### src/hdl/uie_consts.vh
// constants for the uart interrupt enable logic block
`ifndef UIE_CONSTS_VH
`define UIE_CONSTS_VH

// register byte offsets on the axi4-lite bus
`define UIE_OFS_IMR 8'h00
`define UIE_OFS_QCR 8'h04
`define UIE_OFS_ICR 8'h08
`define UIE_OFS_LCR 8'h0C
`define UIE_OFS_MCR 8'h10

// reset values
`define UIE_IMR_RESET 8'h00
`define UIE_QCR_RESET 1'h0

// interrupt mask register bit positions
`define UIE_IMR_RX 0
`define UIE_IMR_TX 1
`define UIE_IMR_LINE 2
`define UIE_IMR_MODEM 3
`define UIE_IMR_SLEEP 4
`define UIE_IMR_XOFF 5
`define UIE_IMR_RTS 6
`define UIE_IMR_CTS 7

// queue control register: fifo enable bit
`define UIE_QCR_FIFO_EN 0

// interrupt cause codes, highest priority first
`define UIE_CAUSE_LINE 6'h06
`define UIE_CAUSE_RX 6'h04
`define UIE_CAUSE_TX 6'h02
`define UIE_CAUSE_MODEM 6'h00
`define UIE_CAUSE_XOFF 6'h10
`define UIE_CAUSE_EDGE 6'h20
`define UIE_CAUSE_NONE 6'h01

// axi response codes
`define UIE_RESP_OKAY 2'h0
`define UIE_RESP_SLVERR 2'h2

`endif

### src/hdl/uie_edge_detect.v
// rising edge detector with optional two-stage pin synchroniser
`timescale 1ns/1ps
`default_nettype none

module uie_edge_detect #(
  parameter SYNC = 1
) (
  input wire ref_clk, // block clock
  input wire resetn, // async reset, active low
  input wire level_in, // level to watch
  output reg rise // one-cycle pulse on 0 to 1
);

  wire level_s;
  reg prev;

  generate
    if (SYNC != 0)
    begin : g_sync
      reg meta;
      reg stable;
      // first stage feeds only the second stage; both start at the
      // idle high level of an active-low line, so release makes no edge
      always @(posedge ref_clk or negedge resetn)
      begin
        if (!resetn)
        begin
          meta <= 1'h1;
          stable <= 1'h1;
        end
        else
        begin
          meta <= level_in;
          stable <= meta;
        end
      end
      assign level_s = stable;
    end
    else
    begin : g_direct
      assign level_s = level_in;
    end
  endgenerate

  // registered pulse so the consumer sees a clean flop output
  always @(posedge ref_clk or negedge resetn)
  begin
    if (!resetn)
    begin
      prev <= 1'h1;
      rise <= 1'h0;
    end
    else
    begin
      prev <= level_s;
      rise <= level_s & ~prev;
    end
  end

endmodule
`default_nettype wire

### src/hdl/uie_interrupt_enable.v
// uart interrupt enable, masking and line status logic with axi4-lite
`timescale 1ns/1ps
`default_nettype none
`include "uie_consts.vh"

module uie_interrupt_enable #(
  parameter ADDR_W = 8,
  parameter CNT_W = 8
) (
  input wire ref_clk, // 50 mhz block clock
  input wire resetn, // async reset, active low
  input wire [ADDR_W-1:0] s_axi_awaddr, // write address
  input wire s_axi_awvalid, // write address valid
  output wire s_axi_awready, // write address ready
  input wire [31:0] s_axi_wdata, // write data
  input wire [3:0] s_axi_wstrb, // write byte strobes
  input wire s_axi_wvalid, // write data valid
  output wire s_axi_wready, // write data ready
  output reg [1:0] s_axi_bresp, // write response
  output reg s_axi_bvalid, // write response valid
  input wire s_axi_bready, // write response ready
  input wire [ADDR_W-1:0] s_axi_araddr, // read address
  input wire s_axi_arvalid, // read address valid
  output wire s_axi_arready, // read address ready
  output reg [31:0] s_axi_rdata, // read data
  output reg [1:0] s_axi_rresp, // read response
  output reg s_axi_rvalid, // read data valid
  input wire s_axi_rready, // read data ready
  input wire cts_n_pin, // clear-to-send pin, asynchronous
  input wire rts_n_level, // request-to-send output as driven
  input wire xoff_received, // pulse: xoff character matched
  input wire [3:0] modem_change, // modem condition change flags
  input wire [3:0] rx_error, // overrun, parity, framing, break
  input wire rx_char_loaded, // pulse: char moved from receive shifter
  input wire rx_fifo_empty, // receive fifo or holding reg empty
  input wire [CNT_W-1:0] rx_fifo_level, // receive fifo fill
  input wire [CNT_W-1:0] rx_trigger_level, // programmed trigger
  input wire rx_fifo_data_error, // some queued char carries an error
  input wire tx_fifo_empty, // transmit fifo or holding reg empty
  input wire tx_shifter_empty, // transmit shifter idle
  input wire tx_write, // pulse: host wrote transmit holding reg
  output reg fifo_enable, // both fifos enabled
  output reg sleep_enable, // sleep mode permitted
  output reg irq // interrupt output, active high
);

  reg [7:0] interrupt_mask_register;
  reg data_ready;
  reg tx_empty_prev;
  reg tx_pending;
  reg xoff_pending;
  reg cts_pending;
  reg rts_pending;
  reg [5:0] cause_code;
  reg aw_held;
  reg w_held;
  reg [ADDR_W-1:0] aw_addr;
  reg [7:0] w_byte;
  reg w_lane0;
  wire [1:0] edge_in;
  wire [1:0] edge_rise;
  wire [7:0] line_condition_register;
  wire [7:0] modem_condition_register;
  wire polled_mode;
  wire line_int;
  wire rx_int;
  wire tx_int;
  wire modem_int;
  wire xoff_int;
  wire cts_int;
  wire rts_int;
  wire rx_over_trigger;
  wire wr_fire;
  wire rd_fire;
  wire cause_read;
  reg [5:0] next_cause;
  reg [31:0] next_rdata;
  reg next_rd_err;

  // edge watchers: cts comes from a pin, rts is our own flop level
  assign edge_in = {rts_n_level, cts_n_pin};
  genvar gi;
  generate
    for (gi = 0; gi < 2; gi = gi + 1)
    begin : g_edge
      uie_edge_detect #(
        .SYNC(gi == 0 ? 1 : 0)
      ) u_edge (
        .ref_clk(ref_clk),
        .resetn(resetn),
        .level_in(edge_in[gi]),
        .rise(edge_rise[gi])
      );
    end
  endgenerate

  // polled mode: fifos on with the four classic enables all clear
  assign polled_mode = fifo_enable &
    (interrupt_mask_register[3:0] == 4'h0);

  // line status view composed from live queue and shifter state
  assign line_condition_register = {
    rx_fifo_data_error,
    tx_fifo_empty & tx_shifter_empty,
    tx_fifo_empty,
    rx_error,
    data_ready
  };
  assign modem_condition_register = {4'h0, modem_change};

  assign rx_over_trigger = (rx_fifo_level >= rx_trigger_level);

  // per-source gating by the mask register
  assign line_int = interrupt_mask_register[`UIE_IMR_LINE] &
    (|rx_error);
  assign rx_int = interrupt_mask_register[`UIE_IMR_RX] &
    (fifo_enable ? rx_over_trigger : data_ready);
  assign tx_int = interrupt_mask_register[`UIE_IMR_TX] &
    (fifo_enable ? tx_pending : tx_fifo_empty);
  assign modem_int = interrupt_mask_register[`UIE_IMR_MODEM] &
    (|modem_change);
  // extra sources are silenced too while polling is selected
  assign xoff_int = interrupt_mask_register[`UIE_IMR_XOFF] &
    xoff_pending & ~polled_mode;
  assign cts_int = interrupt_mask_register[`UIE_IMR_CTS] &
    cts_pending & ~polled_mode;
  assign rts_int = interrupt_mask_register[`UIE_IMR_RTS] &
    rts_pending & ~polled_mode;

  // priority encoder for the cause code
  always @*
  begin
    if (line_int)
      next_cause = `UIE_CAUSE_LINE;
    else if (rx_int)
      next_cause = `UIE_CAUSE_RX;
    else if (tx_int)
      next_cause = `UIE_CAUSE_TX;
    else if (modem_int)
      next_cause = `UIE_CAUSE_MODEM;
    else if (xoff_int)
      next_cause = `UIE_CAUSE_XOFF;
    else if (cts_int | rts_int)
      next_cause = `UIE_CAUSE_EDGE;
    else
      next_cause = `UIE_CAUSE_NONE;
  end

  // cause register and interrupt pin follow the sources one cycle late
  always @(posedge ref_clk or negedge resetn)
  begin
    if (!resetn)
    begin
      cause_code <= `UIE_CAUSE_NONE;
      irq <= 1'h0;
    end
    else
    begin
      cause_code <= next_cause;
      irq <= (next_cause != `UIE_CAUSE_NONE);
    end
  end

  // data ready: a new char wins over an empty indication in the same cycle
  always @(posedge ref_clk or negedge resetn)
  begin
    if (!resetn)
      data_ready <= 1'h0;
    else if (rx_char_loaded)
      data_ready <= 1'h1;
    else if (rx_fifo_empty)
      data_ready <= 1'h0;
  end

  assign wr_fire = aw_held & w_held & ~s_axi_bvalid;
  assign rd_fire = s_axi_arvalid & s_axi_arready;
  assign cause_read = rd_fire &
    (s_axi_araddr == `UIE_OFS_ICR);

  // transmit fifo drain flag; a fresh drain wins over any clear
  always @(posedge ref_clk or negedge resetn)
  begin
    if (!resetn)
    begin
      tx_empty_prev <= 1'h1;
      tx_pending <= 1'h0;
    end
    else
    begin
      tx_empty_prev <= tx_fifo_empty;
      if (fifo_enable & tx_fifo_empty & ~tx_empty_prev)
        tx_pending <= 1'h1;
      else if (tx_write | ~fifo_enable)
        tx_pending <= 1'h0;
      else if (cause_read & (cause_code == `UIE_CAUSE_TX))
        tx_pending <= 1'h0;
    end
  end

  // sticky edge and xoff flags, cleared by reading their cause code
  always @(posedge ref_clk or negedge resetn)
  begin
    if (!resetn)
    begin
      xoff_pending <= 1'h0;
      cts_pending <= 1'h0;
      rts_pending <= 1'h0;
    end
    else
    begin
      if (xoff_received & interrupt_mask_register[`UIE_IMR_XOFF])
        xoff_pending <= 1'h1;
      else if (cause_read & (cause_code == `UIE_CAUSE_XOFF))
        xoff_pending <= 1'h0;
      if (edge_rise[0] & interrupt_mask_register[`UIE_IMR_CTS])
        cts_pending <= 1'h1;
      else if (cause_read & (cause_code == `UIE_CAUSE_EDGE))
        cts_pending <= 1'h0;
      if (edge_rise[1] & interrupt_mask_register[`UIE_IMR_RTS])
        rts_pending <= 1'h1;
      else if (cause_read & (cause_code == `UIE_CAUSE_EDGE))
        rts_pending <= 1'h0;
    end
  end

  // write channel: address and data are taken independently
  assign s_axi_awready = ~aw_held & ~s_axi_bvalid;
  assign s_axi_wready = ~w_held & ~s_axi_bvalid;

  always @(posedge ref_clk or negedge resetn)
  begin
    if (!resetn)
    begin
      aw_held <= 1'h0;
      w_held <= 1'h0;
      aw_addr <= {ADDR_W{1'b0}};
      w_byte <= 8'h00;
      w_lane0 <= 1'h0;
    end
    else
    begin
      if (s_axi_awvalid & s_axi_awready)
      begin
        aw_held <= 1'h1;
        aw_addr <= s_axi_awaddr;
      end
      else if (wr_fire)
        aw_held <= 1'h0;
      if (s_axi_wvalid & s_axi_wready)
      begin
        w_held <= 1'h1;
        w_byte <= s_axi_wdata[7:0];
        w_lane0 <= s_axi_wstrb[0];
      end
      else if (wr_fire)
        w_held <= 1'h0;
    end
  end

  // register writes; only byte lane 0 carries register bits
  always @(posedge ref_clk or negedge resetn)
  begin
    if (!resetn)
    begin
      interrupt_mask_register <= `UIE_IMR_RESET;
      fifo_enable <= `UIE_QCR_RESET;
      sleep_enable <= 1'h0;
    end
    else
    begin
      if (wr_fire & w_lane0 &
          (aw_addr == `UIE_OFS_IMR))
        interrupt_mask_register <= w_byte;
      if (wr_fire & w_lane0 &
          (aw_addr == `UIE_OFS_QCR))
        fifo_enable <= w_byte[`UIE_QCR_FIFO_EN];
      sleep_enable <= interrupt_mask_register[`UIE_IMR_SLEEP];
    end
  end

  // write response; unmapped or read-only addresses answer slverr
  always @(posedge ref_clk or negedge resetn)
  begin
    if (!resetn)
    begin
      s_axi_bvalid <= 1'h0;
      s_axi_bresp <= `UIE_RESP_OKAY;
    end
    else if (wr_fire)
    begin
      s_axi_bvalid <= 1'h1;
      if ((aw_addr == `UIE_OFS_IMR) |
          (aw_addr == `UIE_OFS_QCR))
        s_axi_bresp <= `UIE_RESP_OKAY;
      else
        s_axi_bresp <= `UIE_RESP_SLVERR;
    end
    else if (s_axi_bready)
      s_axi_bvalid <= 1'h0;
  end

  // read mux; reserved bits read as zero
  always @*
  begin
    next_rdata = 32'h00000000;
    next_rd_err = 1'h0;
    case (s_axi_araddr)
      `UIE_OFS_IMR:
        next_rdata[7:0] = interrupt_mask_register;
      `UIE_OFS_QCR:
        next_rdata[0] = fifo_enable;
      `UIE_OFS_ICR:
        next_rdata[5:0] = cause_code;
      `UIE_OFS_LCR:
        next_rdata[7:0] = line_condition_register;
      `UIE_OFS_MCR:
        next_rdata[7:0] = modem_condition_register;
      default:
        next_rd_err = 1'h1;
    endcase
  end

  // one read outstanding: arready drops while data wait for rready
  assign s_axi_arready = ~s_axi_rvalid;

  always @(posedge ref_clk or negedge resetn)
  begin
    if (!resetn)
    begin
      s_axi_rvalid <= 1'h0;
      s_axi_rdata <= 32'h00000000;
      s_axi_rresp <= `UIE_RESP_OKAY;
    end
    else if (rd_fire)
    begin
      s_axi_rvalid <= 1'h1;
      s_axi_rdata <= next_rdata;
      s_axi_rresp <= next_rd_err ? `UIE_RESP_SLVERR : `UIE_RESP_OKAY;
    end
    else if (s_axi_rready)
      s_axi_rvalid <= 1'h0;
  end

endmodule
`default_nettype wire

### config.mk
export PLATFORM = sky130hd
export DESIGN_NAME = uie_interrupt_enable
export DESIGN_NICKNAME = d
export VERILOG_FILES = /design/src/hdl/uie_edge_detect.v /design/src/hdl/uie_interrupt_enable.v
export VERILOG_INCLUDE_DIRS = /design/src /design/src/hdl
export SDC_FILE = /design/constraint.sdc
export NUM_CORES = 1
export LEC_CHECK = 0
export BUFFER_PORTS_ARGS = -buffer_cell sky130_fd_sc_hd__clkbuf_2
export CORE_ASPECT_RATIO = 0.5
export CORE_MARGIN = 2
export CORE_UTILIZATION = 42
export CTS_CLUSTER_SIZE = 16
export DETAILED_ROUTE_END_ITERATION = 8
export GPL_ROUTABILITY_DRIVEN = 0
export PLACE_DENSITY = 0.76
export SLEW_MARGIN = 20
export SYNTH_ARGS = -nofsm -noshare
export SYNTH_HDL_FRONTEND = slang
export SYNTH_HIERARCHICAL = 1
export SYNTH_SLANG_ARGS = --single-unit
### constraint.sdc
create_clock -name ref_clk -period 1.8 [get_ports ref_clk]
set_input_delay 0.09 -clock ref_clk [delete_from_list [all_inputs] [get_ports ref_clk]]
set_output_delay 0.09 -clock ref_clk [all_outputs]
set_load 0.005 [all_outputs]
# Yosys cells after proc, flatten, opt, wreduce, memory -nomap -nowiden
# Index checks and enable logic that the tools add are counted.
# totals
reg_bits	62
elab_cells	127
# classes
bitwise_logic	45
n_reduce_logical	15
n_mux	30
order_cmp	1
n_eq_ne	9
# op_table
cell	n
$mux W6	6
$and A1 B1 Y1	33
$pmux W5 S4	1
$mux W1	19
$eq A8 B3 Y1 const B	2
$eq A8 B4 Y1 const B	2
$logic_not A8 Y1	2
$reduce_bool A2 Y1	8
$not A1 Y1	9
$eq A8 B5 Y1 const B	1
$ge A8 B8 Y1	1
$reduce_or A4 Y1	2
$eq A6 B2 Y1 const B	1
$eq A6 B5 Y1 const B	1
$eq A6 B6 Y1 const B	1
$ne A6 B1 Y1 const B	1
$pmux W1 S5	1
$reduce_or A5 Y1	1
$logic_not A4 Y1	1
$mux W2	2
$pmux W2 S2	1
$or A1 B1 Y1	3
$reduce_bool A3 Y1	1

# Depth between registers and ports, before layout
# logic_depth
depth_word	12
depth_mapped	7

# By module
# Netlist, hierarchy kept.
# modules_own_cells
module	seq_area_each_um2	instances	cells_per_inst	area_each_um2
uie_interrupt_enable	1328.8	1	250	2723.9
uie_edge_detect (g_edge[0].u_edge)	103.8	1	5	117.6
uie_edge_detect (g_edge[1].u_edge)	51.3	1	3	65.1

# Worst setup path before layout
# No wires, ideal clock.
# synth_timing
path_type	register to register
from	register aw_addr[5]
to	register interrupt_mask_register[0]
path_buffers	0
required_ps	1675
synth_period_minus_slack_ps	1841
slack_ps	-41
path_stages_with_launch	6
t_arrival_ps	1716
setup_time_ps	125
cell_sequence	dfrtp_1 > or4_4 > nor4_4 > nand3_2 > nor2_4 > mux2_2
# synth_between
elab_chain_cells	2
# synth_lines
element	line	text
start, declared	uie_interrupt_enable.v:57	reg [ADDR_W-1:0] aw_addr;
start signal, assigned	uie_interrupt_enable.v:236	aw_addr <= {ADDR_W{1'b0}};
start signal, assigned	uie_interrupt_enable.v:245	aw_addr <= s_axi_awaddr;
$logic_not A8 Y1 (no source line)	-	
$and A1 B1 Y1	uie_interrupt_enable.v:271	if (wr_fire & w_lane0 &
end signal, assigned	uie_interrupt_enable.v:265	interrupt_mask_register <= `UIE_IMR_RESET;
end signal, assigned	uie_interrupt_enable.v:273	interrupt_mask_register <= w_byte;
end, declared	uie_interrupt_enable.v:47	reg [7:0] interrupt_mask_register;
# Every way passes these cells.
# A chain may end at the register's enable or synchronous reset.

# Worst setup path in the final report
# layout_timing
from	register aw_addr[5]
to	register interrupt_mask_register[3]
# Same word-level chain as after synthesis.

==> flow_summary.ini <==
[logic_synthesis]
netlist_top_cells_count = dfrtp_1, mux2_2, buf_4
synthCells = 258
ys_seq_elements = 59
synth_most_common_cell = dfrtp_1
yosysTopAreaCellShare_pct = 45.6
synth_cell_type_count = 45
synth_area_per_cell_sq_um = 11.3
ys_seq_area_share_pct = 51.1
yosysWarnings = 6
async_reset_ff_share_pct = 100
synth_edf_count = 0
yosysTopAreaCell = dfrtp_1
syn-cell-area_sq_um = 2910
yosys_most_used_dff = dfrtp_1
synth_area_leaders = dfrtp_1, mux2_2, buf_4, dfstp_2, ha_1

[critical_path]
cp.required_ns = 2.01
crit_fanout = 8
worstSetupStartpointType = flip-flop
end_kind = flip-flop
cp_data_arrival_time_ns = 2.15
path_class = flip-flop to flip-flop

[pwr]
p_leak_nw = 1.92
sw_frac_of_total_pct = 27.2
p_clk_share_pct = 37.1
pwr-share-comb_pct = 20.3
peakVddDrop_mv = 0.571
pwr-share-seq_pct = 42.6
power.switching_mw = 1.24
p_int_mw = 3.33
powerDensity_nw_per_um2 = 1200

[clocking]
htree_levels = 3
clk_path_buf_depth = 2
root_buffer = clkbuf_16
cts_made_buffers = 9
cts_tree = built
clk_latency_ns = 0.32
clkTransAtPathRegs_ns = 0.05
cts_sinks = 59

[grt]
grt_max_degree = 60
antenna_found_initial = 0
grt_first_pass_wirelength_mm = 10.3
overflow = 0
first_global_vias = 2222
track_usage_pct = 17.5

[cells_and_area]
layout.nets = 463
layout-drive-gt1-share_pct = 39.5
n_antenna_cell = 0
final_util_pct = 57.0
area_growth_pct = 31.3

[timing]
post-route-period-util_pct = 108
worst_pin_slew_ns = 0.529
relSlewSlack_pct = 64.3
skew_ns = 0.00669
maxSlewViolCount = 0
max_freq_ghz = 0.515
whs_ns = 0.00541
rsz0062_at_grt = true
finalHoldViolCount = 0
final.setup.worst_slack_ns = -0.141
fin_crit_ns = 1.94
setup_viol = 8

[die]
die_width_microns = 122
rows = 21
io_pins = 136
coreArea_sq_um = 6700
die-area_sq_um = 7640
initial_utilization_pct = 43.4
fp.dieH_microns = 62.8

[drt]
wl_mm = 6.32
wl_per_cell_microns = 13.8
dr.pass1.iters = 4
vias = 2262
drt_iter0_drc = 140
drc = 0
vias_per_cell = 4.93
ant_nets = 0

[outcome]
failed_checks = negative setup slack
status = finished with violations

[run]
max_cap_violations = 0

[placement]
place.port_buffers = 82
hpwlAfterDp_mm = 4.71

[worst_hold_path]
hp-class = input port to flip-flop
[power by group through the flow]
| stage | clock [mW] | combinational (mW) | sequential, mW |
|---|---|---|---|
| CTS | 1.73 | 0.933 | 1.94 |
| finish | 1.70 | 0.928 | 1.95 |
| detailed placement | 0 | 0.899 | 1.96 |
| global placement | 0 | 0.858 | 1.93 |
| global route | 1.80 | 1.03 | 1.98 |
| floorplan | 0 | 0.655 | 1.88 |
[per-layer routing]
metal | vias to the layer above | GRT usage (%) | wire length, microns
met1 | 1070 | 20.5 | 2670
met2 | 102 | 30.7 | 3140
met3 | 18 | 4.38 | 364
li1 | 1072 | - | -
met4 | 0 | 7.76 | 143
met5 | - | 0 | 0
[critical path: stages, from the launching register on]
cell,delay (ns)
dfrtp_1,0.37
or4_4,0.54
nor4_4,0.19
nand3_2,0.12
nor2_4,0.22
mux2_2,0.37
[through the flow]
stage | cell area [sq um] | TNS [ns] | instances | worst slack (ns) | power (mW)
after detailed placement | 3350 | -2.28 | 429 | -0.322 | 2.86
after global placement | 3350 | -2.23 | 429 | -0.333 | 2.79
after floorplan | 3000 | -0.329 | 283 | -0.0412 | 2.53
after CTS | 3800 | -1.35 | 458 | -0.176 | 4.60
final | 3820 | -1.07 | 459 | -0.141 | 4.57
after global routing | 3820 | -2.07 | 459 | -0.258 | 4.81
[path summary, 6_finish.rpt]
| path | slack (ns) | from | cells past startpoint | endpoint |
|---|---|---|---|---|
| max | -0.14 | aw_addr[5] | 5 | interrupt_mask_register[3] |
| min | 0.005 | s_axi_wdata[4] | 2 | w_byte[4] |
| max reg2reg | -0.14 | aw_addr[5] | 5 | interrupt_mask_register[3] |
| min reg2reg | 0.35 | g_edge[0].u_edge/g_sync.meta | 0 | g_edge[0].u_edge/g_sync.stable |
| max in group asynchronous | 1.19 | resetn | 3 | tx_empty_prev |
| min in group asynchronous | 0.30 | resetn | 3 | s_axi_rresp[1] |
[placed cells by master (no fill, tap or decap), types with 5 or more instances in the layout]
master and instances:
ha_1 8, mux2_2 27, clkbuf_16 9, buf_4 5
dfrtp_1 53, a21oi_1 7, nand2_1 14, conb_1 26
dlygate4sd3_1 14, inv_1 16, clkbuf_2 82, o31ai_1 5
nor2_1 12, dfstp_2 6, o21ai_0 13, nand3_1 6
[logic make-up (layout without fill, tap and decap cells)]
logic type | count (synthesis) | in the layout | synth area share, %
flip-flops | 59 | 59 | 51.1
buffers and inverters | 49 | 133 | 9.69
multiplexers | 32 | 32 | 12.6
AND/OR/NAND/NOR | 63 | 63 | 12.7
AO/OA/AOI/OAI | 46 | 46 | 10.4
other | 1 | 26 | 0.129
adder cells (fa/ha/maj) | 8 | 8 | 3.44
[flip-flops by register name, summed over array words and instances, names as in the netlist, 2 cells and up]
signal and flops:
w_byte 8, cause_code 5, s_axi_rdata 8, aw_addr 8, interrupt_mask_register 8, g_edge.u_edge/prev 2, g_edge.u_edge/rise 2
[area by class of cell]
type	count	area (sq um)
Fill cell	553	2880
Tap cell	92	115
Timing Repair Buffer	102	608
Sequential cell	59	1480
Clock inverter	4	50.0
Clock buffer	11	253
Multi-Input combinational cell	175	1250
Inverter	16	60.1
[timing repair]
action	in CTS	in global routing
setup buffers	0	1
hold buffers	14	0
resized for setup	1	2
pin swaps	0	0
setup endpoints to repair	9	11
hold endpoints to repair	66	0
No activity file was read; power rests on OpenSTA's default activity.
